<file path="config.mk">
export PLATFORM = sky130hd
export DESIGN_NAME = nmcrc_top
export DESIGN_NICKNAME = d
export VERILOG_FILES = /design/src/design/nmcrc_step.v /design/src/design/nmcrc_top.v
export VERILOG_INCLUDE_DIRS = /design/src /design/src/include
export SDC_FILE = /design/constraint.sdc
export NUM_CORES = 1
export LEC_CHECK = 0
export BUFFER_PORTS_ARGS = -buffer_cell sky130_fd_sc_hd__buf_2
export CELL_PAD_IN_SITES_DETAIL_PLACEMENT = 1
export CELL_PAD_IN_SITES_GLOBAL_PLACEMENT = 2
export CORE_ASPECT_RATIO = 1.25
export CORE_MARGIN = 2
export CORE_UTILIZATION = 40
export DETAILED_ROUTE_END_ITERATION = 10
export GPL_TIMING_DRIVEN = 0
export PLACE_DENSITY_LB_ADDON = 0.1
export SETUP_SLACK_MARGIN = 0.2
export SLEW_MARGIN = 0
export SYNTH_ARGS = -nofsm -noshare
export SYNTH_HDL_FRONTEND = slang
export SYNTH_HIERARCHICAL = 1
export SYNTH_SLANG_ARGS = --single-unit
</file>
<file path="constraint.sdc">
create_clock -name clk -period 4.95 [get_ports clk]
set_clock_uncertainty 0.15 [all_clocks]
set_input_delay 0.7425 -clock clk [delete_from_list [all_inputs] [get_ports clk]]
set_output_delay 0.7425 -clock clk [all_outputs]
set_load 0.02 [all_outputs]
</file>
<file path="src/include/nmcrc_defines.vh">
`ifndef NMCRC_DEFINES_VH
`define NMCRC_DEFINES_VH
`define NMCRC_PAR_W 24
`define NMCRC_INFO_BITS 276
`define NMCRC_POLY 24'h864cfb
`define NMCRC_SEED 24'h000000
`define NMCRC_MSB 23
`define NMCRC_CNT_W 9
`define NMCRC_PCNT_W 5
`define NMCRC_PAR_LAST 5'h17
`define NMCRC_ST_IDLE 2'h0
`define NMCRC_ST_INFO 2'h1
`define NMCRC_ST_PAR 2'h2
`endif

</file>
<file path="src/design/nmcrc_step.v">
`timescale 1ns/1ns
`include "nmcrc_defines.vh"
`default_nettype none
module nmcrc_step (
    input wire [23:0] rem_in,
    input wire bit_in,
    output wire [23:0] rem_out
);
    wire fb;
    // Forward-direction divider; the top coefficient leaves first.
    assign fb = rem_in[`NMCRC_MSB] ^ bit_in;
    assign rem_out = {rem_in[22:0], 1'b0} ^ (fb ? `NMCRC_POLY : `NMCRC_SEED);
endmodule
`default_nettype wire

</file>
<file path="src/design/nmcrc_top.v">
`timescale 1ns/1ns
`include "nmcrc_defines.vh"
`default_nettype none
// Functional notes
// Exactly 24 parity bits per message from its 276 information bits in order.
// Remainder cleared to zero before each message; bits processed first-sent first.
// Generator is (1+X) times the degree-23 primitive polynomial.
// First information bit carries the highest polynomial power.
// Parity is remainder of message times X^24 divided by generator.
// Parity bit i, counted from 0, is remainder coefficient at power 23 minus i.
// Checker catches single, double and any odd number of bit errors.
// Checker catches every burst error of 24 bits or fewer.
// Check mode compares remainder with received parity; one-cycle error pulse on mismatch.
// Framer sends one valid bit per cycle with start marker, then drops in_valid until its next message without waiting for parity.
module nmcrc_top #(
    parameter INFO_BITS = `NMCRC_INFO_BITS
) (
    input wire clk,
    input wire rst,
    input wire check_mode,
    input wire in_valid,
    input wire in_start,
    input wire in_bit,
    output reg out_valid,
    output reg out_bit,
    output reg out_parity,
    output reg msg_done,
    output reg crc_error,
    output reg busy
);
    reg [1:0] state_r;
    reg [1:0] state_nxt;
    reg [23:0] rem_r;
    reg [23:0] rem_nxt;
    reg [8:0] cnt_r;
    reg [8:0] cnt_nxt;
    reg [4:0] pcnt_r;
    reg [4:0] pcnt_nxt;
    reg mism_r;
    reg mism_nxt;
    reg cmode_r;
    reg cmode_nxt;
    wire [23:0] step_seed;
    wire [23:0] step_rem;
    wire step_bit;
    wire [8:0] last_idx;
    wire [31:0] last_full;

    // The count is held in a narrow counter, so the index is cut to its width on purpose.
    assign last_full = INFO_BITS - 1;
    assign last_idx = last_full[8:0];
    // A start marker restarts from the zero seed except in the parity phase, so a stray marker among the information bits resynchronises.
    assign step_seed = (in_valid && in_start) ? `NMCRC_SEED : rem_r;
    assign step_bit = in_bit;

    nmcrc_step u_step (
        .rem_in(step_seed),
        .bit_in(step_bit),
        .rem_out(step_rem)
    );

    always @* begin
        state_nxt = state_r;
        rem_nxt = rem_r;
        cnt_nxt = cnt_r;
        pcnt_nxt = pcnt_r;
        mism_nxt = mism_r;
        cmode_nxt = cmode_r;
        if (in_valid && in_start && state_r != `NMCRC_ST_PAR) begin
            rem_nxt = step_rem;
            cnt_nxt = 9'h001;
            cmode_nxt = check_mode;
            mism_nxt = 1'b0;
            state_nxt = (last_idx == 9'h000) ? `NMCRC_ST_PAR : `NMCRC_ST_INFO;
            pcnt_nxt = 5'h00;
        end else begin
            case (state_r)
                `NMCRC_ST_IDLE: begin
                    state_nxt = `NMCRC_ST_IDLE;
                end
                `NMCRC_ST_INFO: begin
                    if (in_valid) begin
                        rem_nxt = step_rem;
                        cnt_nxt = cnt_r + 9'h001;
                        if (cnt_r == last_idx) begin
                            state_nxt = `NMCRC_ST_PAR;
                            pcnt_nxt = 5'h00;
                        end
                    end
                end
                `NMCRC_ST_PAR: begin
                    // In generate mode the parity is shifted out unprompted; in check mode each
                    // received parity bit must be qualified by in_valid.
                    if (!cmode_r || in_valid) begin
                        rem_nxt = {rem_r[22:0], 1'b0};
                        pcnt_nxt = pcnt_r + 5'h01;
                        if (cmode_r && (in_bit != rem_r[`NMCRC_MSB])) begin
                            mism_nxt = 1'b1;
                        end
                        if (pcnt_r == `NMCRC_PAR_LAST) begin
                            state_nxt = `NMCRC_ST_IDLE;
                        end
                    end
                end
                default: begin
                    state_nxt = `NMCRC_ST_IDLE;
                end
            endcase
        end
    end

    always @(posedge clk or posedge rst) begin
        if (rst) begin
            state_r <= `NMCRC_ST_IDLE;
            rem_r <= `NMCRC_SEED;
            cnt_r <= 9'h000;
            pcnt_r <= 5'h00;
            mism_r <= 1'b0;
            cmode_r <= 1'b0;
            out_valid <= 1'b0;
            out_bit <= 1'b0;
            out_parity <= 1'b0;
            msg_done <= 1'b0;
            crc_error <= 1'b0;
            busy <= 1'b0;
        end else begin
            state_r <= state_nxt;
            rem_r <= rem_nxt;
            cnt_r <= cnt_nxt;
            pcnt_r <= pcnt_nxt;
            mism_r <= mism_nxt;
            cmode_r <= cmode_nxt;
            busy <= (state_nxt != `NMCRC_ST_IDLE);
            out_valid <= 1'b0;
            out_parity <= 1'b0;
            msg_done <= 1'b0;
            crc_error <= 1'b0;
            if (state_r == `NMCRC_ST_PAR && (!cmode_r || in_valid)) begin
                out_valid <= 1'b1;
                out_parity <= 1'b1;
                // Generate mode outputs the computed bit; check mode echoes the received bit.
                out_bit <= cmode_r ? in_bit : rem_r[`NMCRC_MSB];
                if (pcnt_r == `NMCRC_PAR_LAST) begin
                    msg_done <= 1'b1;
                    crc_error <= cmode_r & (mism_nxt);
                end
            end else if (in_valid && (state_r == `NMCRC_ST_INFO || (in_start && state_r != `NMCRC_ST_PAR))) begin
                out_valid <= 1'b1;
                out_bit <= in_bit;
            end
        end
    end
endmodule
`default_nettype wire

</file>
Word-level counts from Yosys, hierarchy flattened

Cells that the tools add are included.

Input bits: 6
Bits in latches: 0
Word-level logic and storage cells: 77
Memories kept: 0
Memory bits (read-only): 0
Register bits: 48
Output and inout port bits: 6
Bits in writable memories: 0

$mul: 0
Bitwise operators: 3
Reductions and logical operators: 17
Eq/ne operators: 9
Divide/modulo/power cells: 0
Shift operators: 0
Add/sub/neg operators: 2
Multiplexer cells: 34
$lt $le $gt $ge: 0

Operators by type and width:

| operator            | number |
|---|---|
| $mux 24             | 5 |
| $pmux 24 s2         | 1 |
| $mux 9              | 3 |
| $xor 24x24->24      | 1 |
| $mux 5              | 4 |
| $mux 1              | 14 |
| $mux 2              | 5 |
| $pmux 5 s2          | 1 |
| $add 9x1->9 const B | 1 |
| $eq 9x9->1 const B  | 1 |
| $ne 3x3->1 const B  | 3 |
| $reduce_bool 2->1   | 4 |
| $logic_and 1x1->1   | 6 |
| $add 5x1->5 const B | 1 |
| $eq 5x5->1 const B  | 1 |
| $pmux 2 s2          | 1 |
| $reduce_and 4->1    | 1 |
| $reduce_and 3->1    | 1 |
| $reduce_bool 3->1   | 1 |
| $eq 2x1->1 const B  | 1 |
| $eq 2x2->1 const B  | 1 |
| $logic_or 1x1->1    | 2 |
| $ne 2x2->1 const B  | 1 |
| $reduce_and 2->1    | 1 |
| 4 further kinds     | 4 |

Depth between registers and ports, before layout

Gate-level depths: netlist of run 1.

Word-level depth: 9
Gate-level depth with buffers: 8
Depth with buffers taken out: 6

Cells and area by module

The synthesis of run 1 kept the hierarchy.

By module, submodules not included:

| module     | area an instance (sq um) | instances | sequential area each (sq um) | cells each |
|---|---|---|---|---|
| nmcrc_top  | 2506.2                   | 1         | 1201.2                       | 255 |
| nmcrc_step | 432.9                    | 1         | 0.0                          | 28 |

Worst setup path before layout of run 1

OpenSTA, ideal clock, no wires.

Path kind: input port to flip-flop
Start point: in in_valid
End point: reg rem_r[14]
Data required time: 4667 ps
Path buffers: 3
Arrival: 1959 ps
Library setup time: 133 ps
Stages on the path: 8
Path slack: 2708 ps
Path through: buf_2 > nand2_1 > and2_1 > buf_6 > buf_8 > xor3_1 > mux2i_1 > o21ai_0

Word-level cells in the longest chain between the ends: 8
Elaborated cells on any way between the ends: 14
Classes of those cells: 2 x eq/ne; 5 x mux; 2 x bitwise; 5 x reduce/logical

Ends and longest elaborated chain:

| item                  | RTL line        | RTL |
|---|---|---|
| from (decl)           | nmcrc_top.v:21  | `input wire in_valid,` |
| $logic_and 1x1->1 (*) | nmcrc_top.v:53  | `` assign step_seed = (in_valid && in_start) ? `NMCRC_SEED : rem_r; `` |
| $mux 24 (*)           | nmcrc_top.v:53  |  |
| via step_seed[23]     | nmcrc_top.v:43  | `wire [23:0] step_seed;` |
| $xor 1x1->1 (*)       | nmcrc_step.v:11 | `` assign fb = rem_in[`NMCRC_MSB] ^ bit_in; `` |
| $mux 24 (no line) (*) | -               |  |
| $xor 24x24->24 (*)    | nmcrc_step.v:12 | `` assign rem_out = {rem_in[22:0], 1'b0} ^ (fb ? `NMCRC_POLY : `NMCRC_SEED); `` |
| via step_rem[14]      | nmcrc_top.v:44  | `wire [23:0] step_rem;` |
| $mux 24               | nmcrc_top.v:82  | `if (in_valid) begin` |
| $pmux 24 s2           | nmcrc_top.v:77  | `case (state_r)` |
| $mux 24 (*)           | nmcrc_top.v:69  | `` if (in_valid && in_start && state_r != `NMCRC_ST_PAR) begin `` |
| to (signal assigned)  | nmcrc_top.v:115 | `` rem_r <= `NMCRC_SEED; `` |
| to (signal assigned)  | nmcrc_top.v:128 | `rem_r <= rem_nxt;` |
| to (decl)             | nmcrc_top.v:33  | `reg [23:0] rem_r;` |

Mark *: on every way through the listed nets, which the timed path passes. The rest lies on a longest branch. The select of a mux whose other input is x is not followed.
A chain may end at the register's enable or synchronous reset.

Worst setup path in the final report of run 1

Same ends and word-level chain as after synthesis.

==> impl_metrics.ini, run 1 <==
[critical_path]
rr_worst_depth = 7
crit_fanout = 10
path_class = in2reg
r2r_slack_ns = 2.76
critPathCaptureType = flop
slowest_stage = xor3_1
path_buf_inv = 4
timing.rr.end = rem_r[15]$_DFFE_PP0P_
max_stage_delay_ns = 0.35
path_cells = buf_2 -> buf_2 -> nand2_1 -> and2_1 -> buf_6 -> buf_8 -> xor3_1 -> mux2i_1 -> o21ai_0
crit_start = in_valid
r2r-start = state_r[1]$_DFF_PP0_
critPathArrivalTime_ns = 2.41
crit_top_cell = buf_2
required_ns = 4.98
cp_top_family = buffers and inverters
start_kind = input pin

[routing]
wl_per_cell_um = 16.06
detail_route.first_pass.iterations = 4
vias = 2073
routed_via_density = 5.275
drc = 0
routed_wl_um = 6312
antenna_left = 0
drt_iter0_drc = 114

[timing]
relSlewSlack_pct = 62.03
finalSetupTns_ns = 0
min_period_over_period_pct = 47.99
setup_violations = 0
worstMarginPinSlew_ns = 0.5687
slew_viol_final = 0
min_period_ns = 2.376
rsz0062_at_grt = false
fmax_ghz = 0.4209
final-hold-violation-count = 0

[cells_and_area]
final_cells = 393
insertedDiodeCount = 0
nets = 312
syn2layout_area_growth_pct = 10.69
drive_gt1_share_pct = 19.80

[global_routing]
antenna_found_initial = 0
gr-total-overflow = 0
first_global_vias = 2265
grt_pass1_wl_um = 10950
grt_max_degree = 26
track_usage_pct = 17.50

[pwr]
vdd_drop_max_uv = 152.5
p_int_w = 0.0008697
power_w = 0.001212
p_leak_nw = 1.413
comb_power_share_pct = 30.0
clockPowerShare_pct = 26.4
p_sw_share_pct = 28.23
seq_power_share_pct = 43.6
p_switching_w = 0.0003420
pwr_density_cell_nw_per_um2 = 372.5

[yosys]
ys_types = 46
syn_area_um2 = 2939
synthesis.nets = 293
ys_async_sr_fraction_pct = 100.0
yosysSeqAreaShare_pct = 40.87
avgSynthCellArea_um2 = 10.39
synthCells = 283
ys_seq_elements = 48
synth-main-ff-cell = dfrtp_1
yosys_warnings = 6
synth_edf_count = 0

[clocking]
holdBufCountCts = 0
cts.sinks = 48
post_cts_resized = 0
clk_path_buf_depth = 2
cts_buffers = 5
root_buffer = clkbuf_8
path_clk_slew_ns = 0.09
cts_tree = yes
htree_num_levels = 2
insertion_delay_ns = 0.31
cts_setup_buffers = 0

[place]
dp.cells = 385
port_buffers = 11
gp_congestion = 0.7017
hpwlAfterDp_um = 4464

[die]
coreArea_um2 = 7062
die-area_um2 = 8054
die_h_um = 99.84
rows = 34
pin_count = 12
start_util_pct = 41.62
die_x_um = 80.67

[flow_run]
max_cap_violations = 0

[hold_path]
hold_path_class = in2async

[status]
outcome = complete, no violations
-- logic make-up (layout without fill, tap and decap cells) --
group / after synthesis / after routing / synth area share (%)
flops: 48 / 48 / 40.87
xor+xnor: 18 / 18 / 11.88
fa+ha+maj: 4 / 4 / 1.703
buf+inv: 35 / 55 / 7.322
simple gates: 97 / 97 / 17.88
mux: 25 / 25 / 8.599
compound gates: 56 / 56 / 11.75
-- stage by stage --
stage / utilization [%] / hold slack, ns / setup slack (ns) / area [µm²]
2_1_floorplan: - / 0.3130 / 2.708 / 2939
3_3_place_gp: 43.99 / 0.3276 / 2.104 / 3107
3_5_place_dp: 44.28 / 0.3391 / 2.227 / 3127
4_1_cts: 46.07 / 0.3436 / 2.565 / 3253
5_1_grt: 46.07 / 0.3651 / 2.455 / 3253
6_report: 46.07 / 0.3289 / 2.574 / 3253
-- power groups by stage --
| stage | clock [W] | combinational [W] | sequential, W |
|---|---|---|---|
| after floorplan | 0 | 0.000310 | 0.000522 |
| after global placement | 0 | 0.000355 | 0.000533 |
| after detailed placement | 0 | 0.000370 | 0.000538 |
| after CTS | 0.000332 | 0.000372 | 0.000530 |
| after global routing | 0.000343 | 0.000409 | 0.000541 |
| final | 0.000320 | 0.000364 | 0.000528 |
-- cell usage after synthesis, types with 3 or more instances --
| cell | n | area, µm² |
|---|---|---|
| dfrtp_1 | 48 | 1201 |
| o21ai_0 | 35 | 175.2 |
| nand2_1 | 33 | 123.9 |
| and2_1 | 24 | 150.1 |
| mux2i_1 | 23 | 230.2 |
| buf_4 | 12 | 90.09 |
| nand3_1 | 11 | 55.05 |
| buf_2 | 10 | 50.05 |
| xor3_1 | 9 | 214.0 |
| inv_1 | 6 | 22.52 |
| nor2_1 | 6 | 22.52 |
| a21oi_1 | 5 | 25.02 |
| clkbuf_1 | 4 | 15.01 |
| ha_1 | 4 | 50.05 |
| nand2b_1 | 4 | 25.02 |
| nor3_1 | 4 | 20.02 |
| or3_1 | 4 | 25.02 |
| xor2_1 | 4 | 35.03 |
| xor3_4 | 3 | 82.58 |
-- routing by layer --
metal	share of wire (%)	global-route usage, %	wire length, µm	up-vias
met5	0	0	0	-
met4	1.4	5.476	87	0
met3	1.8	2.428	115	7
met2	52	32.76	3279	20
met1	45	20.30	2830	1042
li1	-	-	-	1004
-- final cells by class --
class                      count  area (µm²)
fill                         808        3809
multi-input combinational    200        1523
sequential                    48        1201
buffer                        29       192.7
tap                           90       112.6
clock buffer                   7       96.34
timing repair buffer          12       75.07
clock inverter                 1       30.03
inverter                       6       22.52
-- cell usage in the layout, fill, tap and decap left out, types with 2 or more instances in the layout --
cell	count
inv_1	5
o311ai_2	2
nor3_1	4
mux2_2	2
and2_1	24
or3_1	4
o21ai_0	35
nand4_1	2
a21oi_1	5
nand2_1	33
clkbuf_1	4
o21ai_1	2
xnor2_1	2
buf_4	12
buf_6	2
xor3_4	3
dfrtp_1	48
mux2i_1	23
xor2_1	4
xor3_1	9
buf_2	21
nand3_1	11
nand2b_1	4
ha_1	4
nor2_1	6
clkbuf_8	7
nand3b_1	2
-- state kept, by name (all words and copies together) (netlist names), 2 cells and up --
signal	count
cnt_r	9
rem_r	24
pcnt_r	5
state_r	2
-- worst max-delay path by stage --
stage / to / slack (ns) / cells after the start
after floorplan: rem_r[14]$_DFFE_PP0P_ / 2.71 / 8
after global placement: rem_r[19]$_DFFE_PP0P_ / 2.10 / 2
after detailed placement: rem_r[14]$_DFFE_PP0P_ / 2.23 / 9
after CTS: rem_r[14]$_DFFE_PP0P_ / 2.56 / 9
after global routing: rem_r[7]$_DFFE_PP0P_ / 2.46 / 9
final: rem_r[14]$_DFFE_PP0P_ / 2.57 / 9
No activity file was read; power rests on OpenSTA's default activity.
==> inputs of run 2 (changes only) <==
==> constraint.sdc (replaced) <==
create_clock -name clk -period 2.4 [get_ports clk]
set_clock_uncertainty 0.15 [all_clocks]
set_input_delay 0.36 -clock clk [delete_from_list [all_inputs] [get_ports clk]]
set_output_delay 0.36 -clock clk [all_outputs]
set_load 0.02 [all_outputs]
==> impl_metrics.ini, run 2 (synthesis gave the netlist of run 1 again) <==
[routing]
top_layer = met4
wl_met1_um = 2820
routed_via_density = 5.279
drt_iter0_drc = 96
routed_wl_um = 6335
dr_wl_met3_um = 112
detail_route.first_pass.iterations = 4
wl_per_cell_um = 16.08
antenna_left = 0
met2_wirelength_um = 3314
vias = 2080
drc = 0

[critical_path]
crit_fanout = 10
start_kind = flop
slowest_stage = dfrtp_1
cp_top_family = compound AO/OA/AOI/OAI gates
critPathCaptureType = flop
critPathArrivalTime_ns = 2.09
required_ns = 2.47
path_buf_inv = 2
path_cells = inv_1 -> ha_1 -> buf_2 -> o21bai_1 -> a21oi_4 -> or2_4 -> o311ai_2
path_class = reg2reg
rr_worst_depth = 7
max_stage_delay_ns = 0.42
worstSetupPathDepth = 7

[cells_and_area]
final_cell_mix = dfrtp_1, o21ai_0, nand2_1
fillers = 806
final_area_um2 = 3272
reg.largest.list = rem_r: 24 flops, cnt_r: 9 flops, pcnt_r: 5 flops
nets = 313
syn2layout_area_growth_pct = 11.32
final_common_cell = dfrtp_1
largest-register = rem_r
drive_gt1_share_pct = 20.07
insertedDiodeCount = 0
largest_reg_flops = 24

[pwr]
vdd_drop_max_uv = 315.5
p_leak_nw = 1.421
power_w = 0.002500
pwr_density_cell_nw_per_um2 = 764.0

[clocking]
cts_tree = yes
root_buffer = clkbuf_8
clk_path_buf_depth = 2
insertion_delay_ns = 0.31
cts.sinks = 48
cts_buffers = 5
htree_num_levels = 2
cts_setup_buffers = 0
path_clk_slew_ns = 0.10

[die]
rows = 34
coreArea_um2 = 7062
start_util_pct = 41.62
die-area_um2 = 8054
die_h_um = 99.84
die_x_um = 80.67
pin_count = 12

[timing]
slew_viol_final = 0
rsz0062_at_grt = false
finalSetupTns_ns = 0
min_period_ns = 2.025
setup_violations = 0
relSlewSlack_pct = 61.65
min_period_over_period_pct = 84.36
fmax_ghz = 0.4939
worstMarginPinSlew_ns = 0.5744
final-hold-violation-count = 0

[global_routing]
track_usage_pct = 17.50
grt_pass1_wl_um = 10960
gr-total-overflow = 0
grt_max_degree = 26
first_global_vias = 2269
antenna_found_initial = 0

[place]
hpwlAfterDp_um = 4464
gp_congestion = 0.7017
port_buffers = 11
placed_area_um2 = 3127

[flow_run]
max_cap_violations = 0

[hold_path]
hold_path_class = in2reg
min_path_cells = 2

[status]
outcome = complete, no violations
run 2: cell types whose count changed in the layout (fill, tap and decap cells not counted), sizes merged:
cell         delta
dlygate4sd3     +1
run 2: worst register-to-register path, stage by stage, from the launching register on:
cell and delay, ns:
dfrtp_1 0.42, inv_1 0.06, ha_1 0.17, buf_2 0.18, o21bai_1 0.24, a21oi_4 0.13, or2_4 0.30, o311ai_2 0.28
run 2: per-layer routing:
layer	global-route usage (%)	vias up
met5	0	-
met4	5.476	0
met3	2.428	7
met2	32.82	17
met1	20.25	1050
li1	-	1006
run 2: report_power, final:
| group | total, W | internal (W) | switching, W |
|---|---|---|---|
| clock | 0.000658 | 0.000368 | 0.000290 |
| sequential | 0.00109 | 0.000968 | 0.000122 |
| combinational | 0.000752 | 0.000459 | 0.000293 |
run 2: per-stage QoR:
stage	utilization, %	hold WS, ns	worst slack (ns)	std cells
2_1_floorplan	-	0.3130	0.5402	283
3_3_place_gp	43.99	0.3276	-0.06382	384
3_5_place_dp	44.28	0.3040	0.05975	385
4_1_cts	46.23	0.1315	0.2573	394
5_1_grt	46.33	0.1316	0.2262	394
6_report	46.33	0.1350	0.3753	394
run 2: final cells by class:
type                            count  area [µm²]  share of cell area [%]
Buffer                             29       193.9                   5.927
Clock buffer                        7       96.34                   2.945
Clock inverter                      1       30.03                  0.9178
Inverter                            6       22.52                  0.6883
Multi-Input combinational cell    200        1530                   46.77
Sequential cell                    48        1201                   36.71
Tap cell                           90       112.6                   3.442
Timing Repair Buffer               13       85.08                   2.600
run 2: final timing paths:
| check | from | endpoint | slack, ns |
|---|---|---|---|
| worst max register to register | state_r[1]$_DFF_PP0_ | pcnt_r[4]$_DFFE_PP0P_ | 0.38 |
| max in group asynchronous | rst | rem_r[3]$_DFFE_PP0P_ | 1.05 |
| worst max-delay path | state_r[1]$_DFF_PP0_ | pcnt_r[4]$_DFFE_PP0P_ | 0.38 |
| worst min register to register | rem_r[12]$_DFFE_PP0P_ | rem_r[12]$_DFFE_PP0P_ | 0.35 |
| min in group asynchronous | rst | out_parity$_DFF_PP0_ | 0.50 |
| worst min-delay path | check_mode | cmode_r$_DFFE_PP0P_ | 0.14 |
run 2: repair_timing:
item | 4_1_cts | 5_1_grt
setup endpoints to repair | 10 | 16
gates cloned | 0 | 0
hold buffers | 1 | 0
endpoints found under the hold margin | 24 | 0
gates resized for setup | 1 | 1
